`src/gcr_pkg.sv`:
```
// constants and types for the global configuration register group
// assumes an 8-bit index/data configuration port on the host side
package gcr_pkg;

    localparam int        IDX_W          = 8;
    localparam int        NUM_LD         = 16;

    // register indices
    localparam logic [7:0] IDX_CFG_CTRL   = 8'h02;
    localparam logic [7:0] IDX_LD_SEL     = 8'h07;
    localparam logic [7:0] IDX_DEV_ID     = 8'h20;
    localparam logic [7:0] IDX_DEV_REV    = 8'h21;
    localparam logic [7:0] IDX_PWR        = 8'h22;
    localparam logic [7:0] IDX_IPM        = 8'h23;
    localparam logic [7:0] IDX_OSC        = 8'h24;
    localparam logic [7:0] IDX_ACTIVATE   = 8'h30;

    // values after reset
    localparam logic [7:0] RST_LD_SEL     = 8'h00;
    localparam logic [7:0] RST_PWR        = 8'h00;
    localparam logic [7:0] RST_IPM        = 8'h00;
    localparam logic [7:0] RST_OSC        = 8'h44;
    localparam logic [7:0] RST_INDEX      = 8'h00;

    // implemented bits; everything else reads zero
    localparam logic [7:0] PWR_MASK       = 8'h7d;
    localparam logic [7:0] IPM_MASK       = 8'h79;
    localparam logic [7:0] OSC_MASK       = 8'h4e;

    // field positions
    localparam int        CFG_SOFT_BIT   = 0;
    localparam int        ACT_BIT        = 0;
    localparam int        OSC_PLL_BIT    = 1;
    localparam int        OSC_SEL_LSB    = 2;
    localparam int        OSC_DEC_BIT    = 6;
    localparam logic [1:0] OSC_SEL_STOP   = 2'h3;

    // host port select
    localparam logic      PORT_INDEX     = 1'b0;
    localparam logic      PORT_DATA      = 1'b1;

    typedef enum logic [1:0] {
        GCR_SR_IDLE  = 2'b01,
        GCR_SR_APPLY = 2'b10
    } gcr_sr_state_t;

endpackage

```
`src/gcr_cfg_if.sv`:
```
// carries decoded configuration accesses from the port front end
// assumes both ends run on the same clock
`timescale 1ns/1ps
interface gcr_cfg_if;
    logic [7:0] idx;
    logic [7:0] wdata;
    logic       wr;
    logic       rd;
    logic       rd_idx;

    modport src (output idx, output wdata, output wr, output rd, output rd_idx);
    modport dst (input idx, input wdata, input wr, input rd, input rd_idx);
endinterface

```
`src/gcr_port_front.sv`:
```
// index/data port front end: holds the index, issues one-cycle strobes
// assumes host strobes are synchronous single-cycle pulses
`timescale 1ns/1ps
module gcr_port_front (
    // clock and reset
    input  wire logic        sys_clk_i,
    input  wire logic        rst_n_i,
    input  wire logic        ce_i,
    // host port
    input  wire logic        cfg_mode_i,
    input  wire logic        io_wr_i,
    input  wire logic        io_rd_i,
    input  wire logic        io_sel_i,
    input  wire logic [7:0]  io_wdata_i,
    // decoded access
    gcr_cfg_if.src           acc
);
    import gcr_pkg::*;

    logic [7:0] index_r;
    logic [7:0] index_nxt;
    logic [7:0] wdata_r;
    logic [7:0] wdata_nxt;
    logic       wr_r;
    logic       wr_nxt;
    logic       rd_r;
    logic       rd_nxt;
    logic       rdi_r;
    logic       rdi_nxt;

    // accesses outside configuration mode are dropped here
    always_comb begin
        index_nxt = index_r;
        wdata_nxt = wdata_r;
        wr_nxt    = 1'b0;
        rd_nxt    = 1'b0;
        rdi_nxt   = 1'b0;
        if (cfg_mode_i) begin
            if (io_wr_i && io_sel_i == PORT_INDEX) begin
                index_nxt = io_wdata_i;
            end
            if (io_wr_i && io_sel_i == PORT_DATA) begin
                wdata_nxt = io_wdata_i;
                wr_nxt    = 1'b1;
            end
            if (io_rd_i && !io_wr_i) begin
                rd_nxt  = io_sel_i == PORT_DATA;
                rdi_nxt = io_sel_i == PORT_INDEX;
            end
        end
    end

    always_ff @(posedge sys_clk_i) begin
        if (!rst_n_i) begin
            index_r <= RST_INDEX;
            wdata_r <= 8'h00;
            wr_r    <= 1'b0;
            rd_r    <= 1'b0;
            rdi_r   <= 1'b0;
        end else if (ce_i) begin
            index_r <= index_nxt;
            wdata_r <= wdata_nxt;
            wr_r    <= wr_nxt;
            rd_r    <= rd_nxt;
            rdi_r   <= rdi_nxt;
        end
    end

    assign acc.idx    = index_r;
    assign acc.wdata  = wdata_r;
    assign acc.wr     = wr_r;
    assign acc.rd     = rd_r;
    assign acc.rd_idx = rdi_r;

endmodule

```
`src/gcr_global_regs.sv`:
```
// global configuration register group behind an index/data port
// assumes one clock; per-device registers live outside, reached via ld_*
`timescale 1ns/1ps
module gcr_global_regs #(
    parameter logic [7:0] DEVICE_IDENTIFICATION_VALUE  = 8'ha5, // arbitrary value
    parameter logic [7:0] DEVICE_REV_VALUE = 8'h01  // arbitrary value
) (
    // clock, enable and resets
    input  wire logic                    sys_clk_i,
    input  wire logic                    rst_n_i,
    input  wire logic                    ce_i,
    input  wire logic                    standby_por_i,
    input  wire logic                    hard_reset_i,
    // host configuration port
    input  wire logic                    cfg_mode_i,
    input  wire logic                    io_wr_i,
    input  wire logic                    io_rd_i,
    input  wire logic                    io_sel_i,
    input  wire logic [7:0]              io_wdata_i,
    output logic      [7:0]              io_rdata_o,
    output logic                         io_rvalid_o,
    // per-device register access
    output logic      [7:0]              ld_select_o,
    output logic      [7:0]              ld_index_o,
    output logic      [7:0]              ld_wdata_o,
    output logic                         ld_wr_o,
    output logic                         ld_rd_o,
    input  wire logic [7:0]              ld_rdata_i,
    output logic      [gcr_pkg::NUM_LD-1:0] ld_active_o,
    // function controls
    output logic                         soft_reset_o,
    output logic      [7:0]              func_power_o,
    output logic      [7:0]              ipm_enable_o,
    output logic                         pll_off_o,
    output logic                         osc_stop_o,
    output logic                         baud_rate_generator_clk_en_o,
    output logic                         addr_qual_16_o
);
    import gcr_pkg::*;

    gcr_cfg_if acc ();

    gcr_port_front u_front (
        .sys_clk_i  (sys_clk_i),
        .rst_n_i    (rst_n_i),
        .ce_i       (ce_i),
        .cfg_mode_i (cfg_mode_i),
        .io_wr_i    (io_wr_i),
        .io_rd_i    (io_rd_i),
        .io_sel_i   (io_sel_i),
        .io_wdata_i (io_wdata_i),
        .acc        (acc)
    );

    // reset sources other than the synchronous main one
    logic          hw_rst;
    logic          soft_rst;

    // register state
    gcr_sr_state_t sr_state_r;
    gcr_sr_state_t sr_state_nxt;
    logic [7:0]    ld_sel_r;
    logic [7:0]    ld_sel_nxt;
    logic [7:0]    pwr_r;
    logic [7:0]    pwr_nxt;
    logic [7:0]    ipm_r;
    logic [7:0]    ipm_nxt;
    logic [7:0]    osc_r;
    logic [7:0]    osc_nxt;
    logic [NUM_LD-1:0] act_r;
    logic [NUM_LD-1:0] act_nxt;
    logic          osc_stop_r;

    // output flops, so no port has a gate behind it
    logic          baud_en_r;
    logic          soft_pulse_r;

    // access decode
    logic          wr_ctrl;
    logic          wr_sel;
    logic          wr_pwr;
    logic          wr_ipm;
    logic          wr_osc;
    logic          wr_act;
    logic          is_dev_idx;
    logic          sel_valid;

    // read pipeline and forwarding
    logic [7:0]    rd_local;
    logic          rd_fwd;
    logic [7:0]    rd_local_r;
    logic          rd_fwd_r;
    logic          rd_s1_r;
    logic [7:0]    rdata_r;
    logic [7:0]    rdata_nxt;
    logic          rvalid_r;
    logic          ld_wr_r;
    logic          ld_wr_nxt;
    logic [7:0]    ld_idx_r;
    logic [7:0]    ld_wd_r;

    // hard and standby resets leave the host index untouched
    assign hw_rst   = standby_por_i || hard_reset_i;
    assign soft_rst = sr_state_r == GCR_SR_APPLY;

    // exact 8-bit compares; anything unmatched up to 0x30 falls to nothing, higher indices go to the devices
    assign wr_ctrl    = acc.wr && acc.idx == IDX_CFG_CTRL;
    assign wr_sel     = acc.wr && acc.idx == IDX_LD_SEL;
    assign wr_pwr     = acc.wr && acc.idx == IDX_PWR;
    assign wr_ipm     = acc.wr && acc.idx == IDX_IPM;
    assign wr_osc     = acc.wr && acc.idx == IDX_OSC;
    // an activate write with the selector out of range is dropped
    assign sel_valid  = ld_sel_r < 8'(NUM_LD);
    assign wr_act     = acc.wr && acc.idx == IDX_ACTIVATE && sel_valid;
    assign is_dev_idx = acc.idx > IDX_ACTIVATE;

    // soft reset sequencer: one apply cycle, then back to idle
    // a soft reset written during the apply cycle is dropped: it only repeats the defaults
    always_comb begin
        case (sr_state_r)
            GCR_SR_IDLE: begin
                if (wr_ctrl && acc.wdata[CFG_SOFT_BIT]) begin
                    sr_state_nxt = GCR_SR_APPLY;
                end else begin
                    sr_state_nxt = GCR_SR_IDLE;
                end
            end
            GCR_SR_APPLY: begin
                sr_state_nxt = GCR_SR_IDLE;
            end
            // one-hot codes; an illegal code falls back to idle
            default: begin
                sr_state_nxt = GCR_SR_IDLE;
            end
        endcase
        if (hw_rst) begin
            sr_state_nxt = GCR_SR_IDLE;
        end
    end

    // global registers; a soft reset only reaches those with a soft default
    always_comb begin
        ld_sel_nxt = ld_sel_r;
        pwr_nxt    = pwr_r;
        ipm_nxt    = ipm_r;
        osc_nxt    = osc_r;
        if (hw_rst || soft_rst) begin
            ld_sel_nxt = RST_LD_SEL;
            pwr_nxt    = RST_PWR;
        end else begin
            if (wr_sel) begin
                ld_sel_nxt = acc.wdata;
            end
            if (wr_pwr) begin
                pwr_nxt = acc.wdata & PWR_MASK;
            end
        end
        if (hw_rst) begin
            ipm_nxt = RST_IPM;
            osc_nxt = RST_OSC;
        end else begin
            if (wr_ipm) begin
                ipm_nxt = acc.wdata & IPM_MASK;
            end
            // bits 5:4 are never stored, whatever software writes
            if (wr_osc) begin
                osc_nxt = acc.wdata & OSC_MASK;
            end
        end
    end

    // one activate bit per logical device
    // selector values of 16 and up record but own no activate bit
    genvar g;
    generate
        for (g = 0; g < NUM_LD; g++) begin : g_act
            always_comb begin
                if (hw_rst || soft_rst) begin
                    act_nxt[g] = 1'b0;
                end else if (wr_act && ld_sel_r == 8'(g)) begin
                    act_nxt[g] = acc.wdata[ACT_BIT];
                end else begin
                    act_nxt[g] = act_r[g];
                end
            end
        end
    endgenerate

    // read data; the control register is write-only and reads zero
    always_comb begin
        rd_fwd   = 1'b0;
        rd_local = 8'h00;
        case (acc.idx)
            IDX_LD_SEL:  rd_local = ld_sel_r;
            IDX_DEV_ID:  rd_local = DEVICE_IDENTIFICATION_VALUE;
            IDX_DEV_REV: rd_local = DEVICE_REV_VALUE;
            IDX_PWR:     rd_local = pwr_r & PWR_MASK;
            IDX_IPM:     rd_local = ipm_r & IPM_MASK;
            IDX_OSC:     rd_local = osc_r & OSC_MASK;
            IDX_ACTIVATE: begin
                if (sel_valid) begin
                    rd_local = {7'h00, act_r[ld_sel_r[3:0]]};
                end
            end
            default: begin
                rd_fwd = is_dev_idx;
            end
        endcase
        if (acc.rd_idx) begin
            rd_local = acc.idx;
            rd_fwd   = 1'b0;
        end
    end

    // second read stage: forwarded reads take the device's answer
    // ld_rdata_i is taken only in the cycle ld_rd_o stands
    always_comb begin
        rdata_nxt = rdata_r;
        if (rd_s1_r) begin
            rdata_nxt = rd_fwd_r ? ld_rdata_i : rd_local_r;
        end
    end

    assign ld_wr_nxt = acc.wr && is_dev_idx;

    always_ff @(posedge sys_clk_i) begin
        if (!rst_n_i) begin
            sr_state_r <= GCR_SR_IDLE;
            ld_sel_r   <= RST_LD_SEL;
            pwr_r      <= RST_PWR;
            ipm_r      <= RST_IPM;
            osc_r      <= RST_OSC;
            osc_stop_r <= 1'b0;
            baud_en_r  <= 1'b1;
            soft_pulse_r <= 1'b0;
            act_r      <= '0;
            rd_local_r <= 8'h00;
            rd_fwd_r   <= 1'b0;
            rd_s1_r    <= 1'b0;
            rdata_r    <= 8'h00;
            rvalid_r   <= 1'b0;
            ld_wr_r    <= 1'b0;
            ld_idx_r   <= 8'h00;
            ld_wd_r    <= 8'h00;
        end else if (ce_i) begin
            sr_state_r <= sr_state_nxt;
            ld_sel_r   <= ld_sel_nxt;
            pwr_r      <= pwr_nxt;
            ipm_r      <= ipm_nxt;
            osc_r      <= osc_nxt;
            osc_stop_r <= osc_nxt[OSC_SEL_LSB+:2] == OSC_SEL_STOP;
            baud_en_r  <= osc_nxt[OSC_SEL_LSB+:2] != OSC_SEL_STOP;
            soft_pulse_r <= sr_state_nxt == GCR_SR_APPLY;
            act_r      <= act_nxt;
            rd_local_r <= rd_local;
            rd_fwd_r   <= acc.rd && rd_fwd;
            rd_s1_r    <= acc.rd || acc.rd_idx;
            rdata_r    <= rdata_nxt;
            rvalid_r   <= rd_s1_r;
            ld_wr_r    <= ld_wr_nxt;
            ld_idx_r   <= acc.idx;
            ld_wd_r    <= acc.wdata;
        end
    end

    assign io_rdata_o   = rdata_r;
    assign io_rvalid_o  = rvalid_r;
    assign ld_select_o  = ld_sel_r;
    assign ld_index_o   = ld_idx_r;
    assign ld_wdata_o   = ld_wd_r;
    assign ld_wr_o      = ld_wr_r;
    assign ld_rd_o      = rd_fwd_r;
    assign ld_active_o  = act_r;
    assign soft_reset_o = soft_pulse_r;
    assign func_power_o = pwr_r;
    assign ipm_enable_o = ipm_r;
    assign pll_off_o    = osc_r[OSC_PLL_BIT];
    assign osc_stop_o   = osc_stop_r;
    // baud clock is enabled for every select code except the stop code
    assign baud_rate_generator_clk_en_o = baud_en_r;
    assign addr_qual_16_o = osc_r[OSC_DEC_BIT];

endmodule

```
`config.mk`:
```
export PLATFORM = sky130hd
export DESIGN_NAME = gcr_global_regs
export DESIGN_NICKNAME = d
export VERILOG_FILES = /design/src/gcr_pkg.sv /design/src/gcr_cfg_if.sv /design/src/gcr_port_front.sv /design/src/gcr_global_regs.sv
export SDC_FILE = /design/constraint.sdc
export NUM_CORES = 1
export LEC_CHECK = 0
export BUFFER_PORTS_ARGS = -buffer_cell sky130_fd_sc_hd__buf_2
export CAP_MARGIN = 20
export CORE_UTILIZATION = 31
export CTS_CLUSTER_DIAMETER = 80
export DETAILED_ROUTE_END_ITERATION = 6
export GPL_ROUTABILITY_DRIVEN = 0
export SLEW_MARGIN = 40
export SYNTH_ARGS = -nofsm -noshare
export SYNTH_HDL_FRONTEND = slang
export SYNTH_HIERARCHICAL = 1
export SYNTH_SLANG_ARGS = --single-unit
```
`constraint.sdc`:
```
create_clock -name sys_clk_i -period 2.4 [get_ports sys_clk_i]
set_clock_uncertainty 0.2 [all_clocks]
set_input_delay 0.72 -clock sys_clk_i [delete_from_list [all_inputs] [get_ports sys_clk_i]]
set_output_delay 0.72 -clock sys_clk_i [all_outputs]
set_load 0.1 [all_outputs]
```
==> qor.csv <==
stage;metric;value;unit
routing;drt pass-1 iters;5;
critical_path;reg2reg path depth;6;
hold_path;hold endpoint;rd_local_r[7];
sta;worst rel slew slack;65.8;%
place;dpl cells;771;
hold_path;hold path start;rd_local_r[7];
synthesis;Synth top area share;44.2;%
die;Starting Density;32.0;%
die;I/O Pins;97;
critical_path;reg-to-reg setup timing slack;150;ps
sta;Setup TNS Final;0;ps
global_route;global-route wire length before repair;21300;um
power;Switching Share;25.4;%
critical_path;critical path type;reg -> out;
global_route;antenna violations before repair;0;
synthesis;yosys warns;6;
critical_path;Critical path buffers and inverters;1;
clock_network;hold_buf cts;0;
layout;Finished Layout Cells;788;
synthesis;Synth cell types;59;
synthesis;sequential fraction of the synthesis area;44.2;%
sta;Fin. Hold Viols;0;
critical_path;worst reg2reg startpoint;u_front/acc.idx[7];
sta;Pins Over Slew Limit;0;
clock_network;CTS Root Cell;clkbuf_16;
global_route;GR Util All Layers;18.7;%
die;die width;122;um
power;clock share of power;43.2;%
power;maximum VDD drop;464;uV
critical_path;RR Endpoint;func_power_o[3];
clock_network;clk buf depth;2;
layout;P&R area growth vs syn;25.9;%
critical_path;Worst Path Required;1480;ps
critical_path;Critical Path, Cell by Cell;buf_2;
clock_network;Clock transition at path regs;70;ps
synthesis;Synth async-reset ratio;0;%
power;Int Pwr;2.62;mW
routing;Residual DRC;0;
synthesis;synthesized instance count;494;
routing;vias per cell;5.23;
place;dpl hpwl;10100;um
critical_path;Data arrival, critical path;1420;ps
layout;antenna cells;0;
sta;final setup violation count;0;
power;Pleak;2.35;nW
power;part of the power in registers;48.1;%
critical_path;CP max stage cell;dfxtp_1;
global_route;largest net degree at the start of global routing;23;
synthesis;number of synthesized flops with an enable pin;0;
clock_network;CTS buffer count;9;
sta;worst slew pin tran;517;ps
routing;WL final;13600;um
critical_path;Worst Path Max Fanout;11;
critical_path;Top delay family on crit path;flip-flops;
critical_path;crit-path max cell delay;550;ps
layout;final net count;628;
global_route;Overflow after GRT;0;
synthesis;top cell type by total area after synthesis;dfxtp_1;
die;Core Box Area;14000;um2
routing;post-route ant nets;0;
power;Switch Pwr;0.891;mW
clock_network;total clock sinks;99;
global_route;vias in the first global route;3933;
synthesis;Area contributors post-synth;dfxtp_1 (44%), mux2i_1 (11%), nor2_1 (4.9%);
sta;Final min period;2340;ps
critical_path;Crit. Startpoint;ld_select_o[2];
routing;post-DR wirelength/cell;17.2;um
routing;Iter 0 DRT Violations;342;
synthesis;commonest cells in the synthesized netlist;dfxtp_1 (99), nor2_1 (58), mux2i_1 (47), nand2_1 (47), o21ai_0 (17);
power;PD cells;622;nW/um2
layout;share of layout cells above drive strength 1;29.3;%
clock_network;later-pin clock latency in the skew report;350;ps
synthesis;most frequent cell after synthesis;dfxtp_1;
die;Core Rows;43;
synthesis;Syn Area/Cell;9.07;um2
clock_network;CTS tree;built;
sta;RSZ-0062 raised after global routing;false;
die;Die Area;14900;um2
status;status;finished, final reports clean;
die;Die H;122;um
critical_path;Startpoint Class;register;
clock_network;H-tree depth;3;
critical_path;kind of end point of the critical path;output pin;
hold_path;hold path cells;2;
sta;Final Cycle Share;97.3;%
synthesis;mapped cell area;4480;um2
job;Max-Cap Viols;0;
power;Gate power share;8.7;%
place;number of buffers added on ports;91;
layout;fillcell total;1438;
sta;Max Fclk;0.428;GHz
synthesis;Synth Register Bits;99;
hold_path;HP Class;reg -> reg;
routing;via count;4122;
synthesis;Synth Flop Type;dfxtp_1;
## layout make-up
class                      count  area (um2)  share of cell area [%]
timing repair buffer         135         803                    14.2
sequential                    99        1990                    35.2
clock buffer                  11         253                    4.48
inverter                      12        45.0                   0.798
tap                          180         225                    3.99
clock inverter                 5        60.1                    1.06
multi-input combinational    346        2270                    40.2
## power groups by stage
stage,clock network [mW],logic [mW],registers [mW]
after floorplan,0,0.163,1.78
after global placement,0,0.304,1.72
after detailed placement,0,0.305,1.73
after CTS,1.56,0.306,1.69
after global routing,1.61,0.327,1.69
final,1.52,0.307,1.69
## flip-flops by register name, summed over array words and instances (netlist names), 2 cells and up
signal / flops
ld_active_o: 16
io_rdata_o: 8
ld_index_o: 8
ld_select_o: 8
ld_wdata_o: 8
rd_local_r: 8
u_front/acc.idx: 8
u_front/acc.wdata: 8
func_power_o: 6
ipm_enable_o: 5
osc_r: 4
sr_state_r: 2
## per-stage QoR
stage	hold WS (ps)	cell area [um2]	power [mW]	util, %	setup slack [ps]
final	270	5640	3.51	40.3	64.6
after global placement	260	5310	2.03	37.9	206
after CTS	274	5620	3.55	40.2	50.5
after floorplan	231	4500	1.94	-	58.9
after global routing	301	5640	3.63	40.3	36.5
after detailed placement	267	5310	2.03	37.9	98.8
## cells by family (layout without fill, tap and decap cells)
| family | count (synthesis) | after routing | synth area share, % |
|---|---|---|---|
| AOI/OAI and AO/OA | 119 | 119 | 19.0 |
| and+or+nand+nor | 171 | 171 | 19.4 |
| DFF | 99 | 99 | 44.2 |
| muxes | 51 | 51 | 11.5 |
| other | 1 | 5 | 0.0837 |
| buffers and inverters | 53 | 163 | 5.70 |
## worst max path at each step
stage                      endpoint  slack [ps]  depth (start not counted)
floorplan            ld_active_o[5]          60                          6
global placement    ld_active_o[12]         210                          5
detailed placement  ld_active_o[10]         100                          5
CTS                  ld_select_o[3]          50                          1
global route        func_power_o[6]          40                          6
finish               ld_select_o[2]          60                          1
## what timing repair did
action                                  CTS  global route
buffers inserted                          0             1
gates resized for setup                   0             3
endpoints found under the setup margin    0            15
endpoints found under the hold margin     0             0
## tightest hold or removal path: stages, from the launching register on
cell     delay (ps)
dfxtp_1         310
nand2_1          60
a21oi_1          50
## layer usage
metal / track usage, % / wire (um) / vias up
li1: - / - / 2013
met1: 24.4 / 6160 / 1935
met2: 29.8 / 6260 / 154
met3: 4.49 / 852 / 20
met4: 6.40 / 273 / 0
met5: 0 / 0 / -
## layout by cell type, fill, tap and decap left out, types with 4 or more instances in the layout
master,netlist,final
dfxtp_1,99,96
buf_2,15,89
nor2_1,58,58
nand2_1,47,47
mux2i_1,47,47
buf_4,6,44
o21ai_0,17,17
a22oi_1,16,16
o211ai_1,14,14
inv_1,12,12
a21oi_1,12,12
o31ai_1,12,12
a211oi_1,10,10
nand3_1,9,9
clkbuf_16,0,9
a22o_1,7,7
nand4_1,6,6
nor2b_1,5,5
nand2b_1,5,5
conb_1,1,5
nor3_1,4,4
nor4_1,5,4
or4_1,4,4
mux2_2,4,4
No activity file was read; power rests on OpenSTA's default activity.
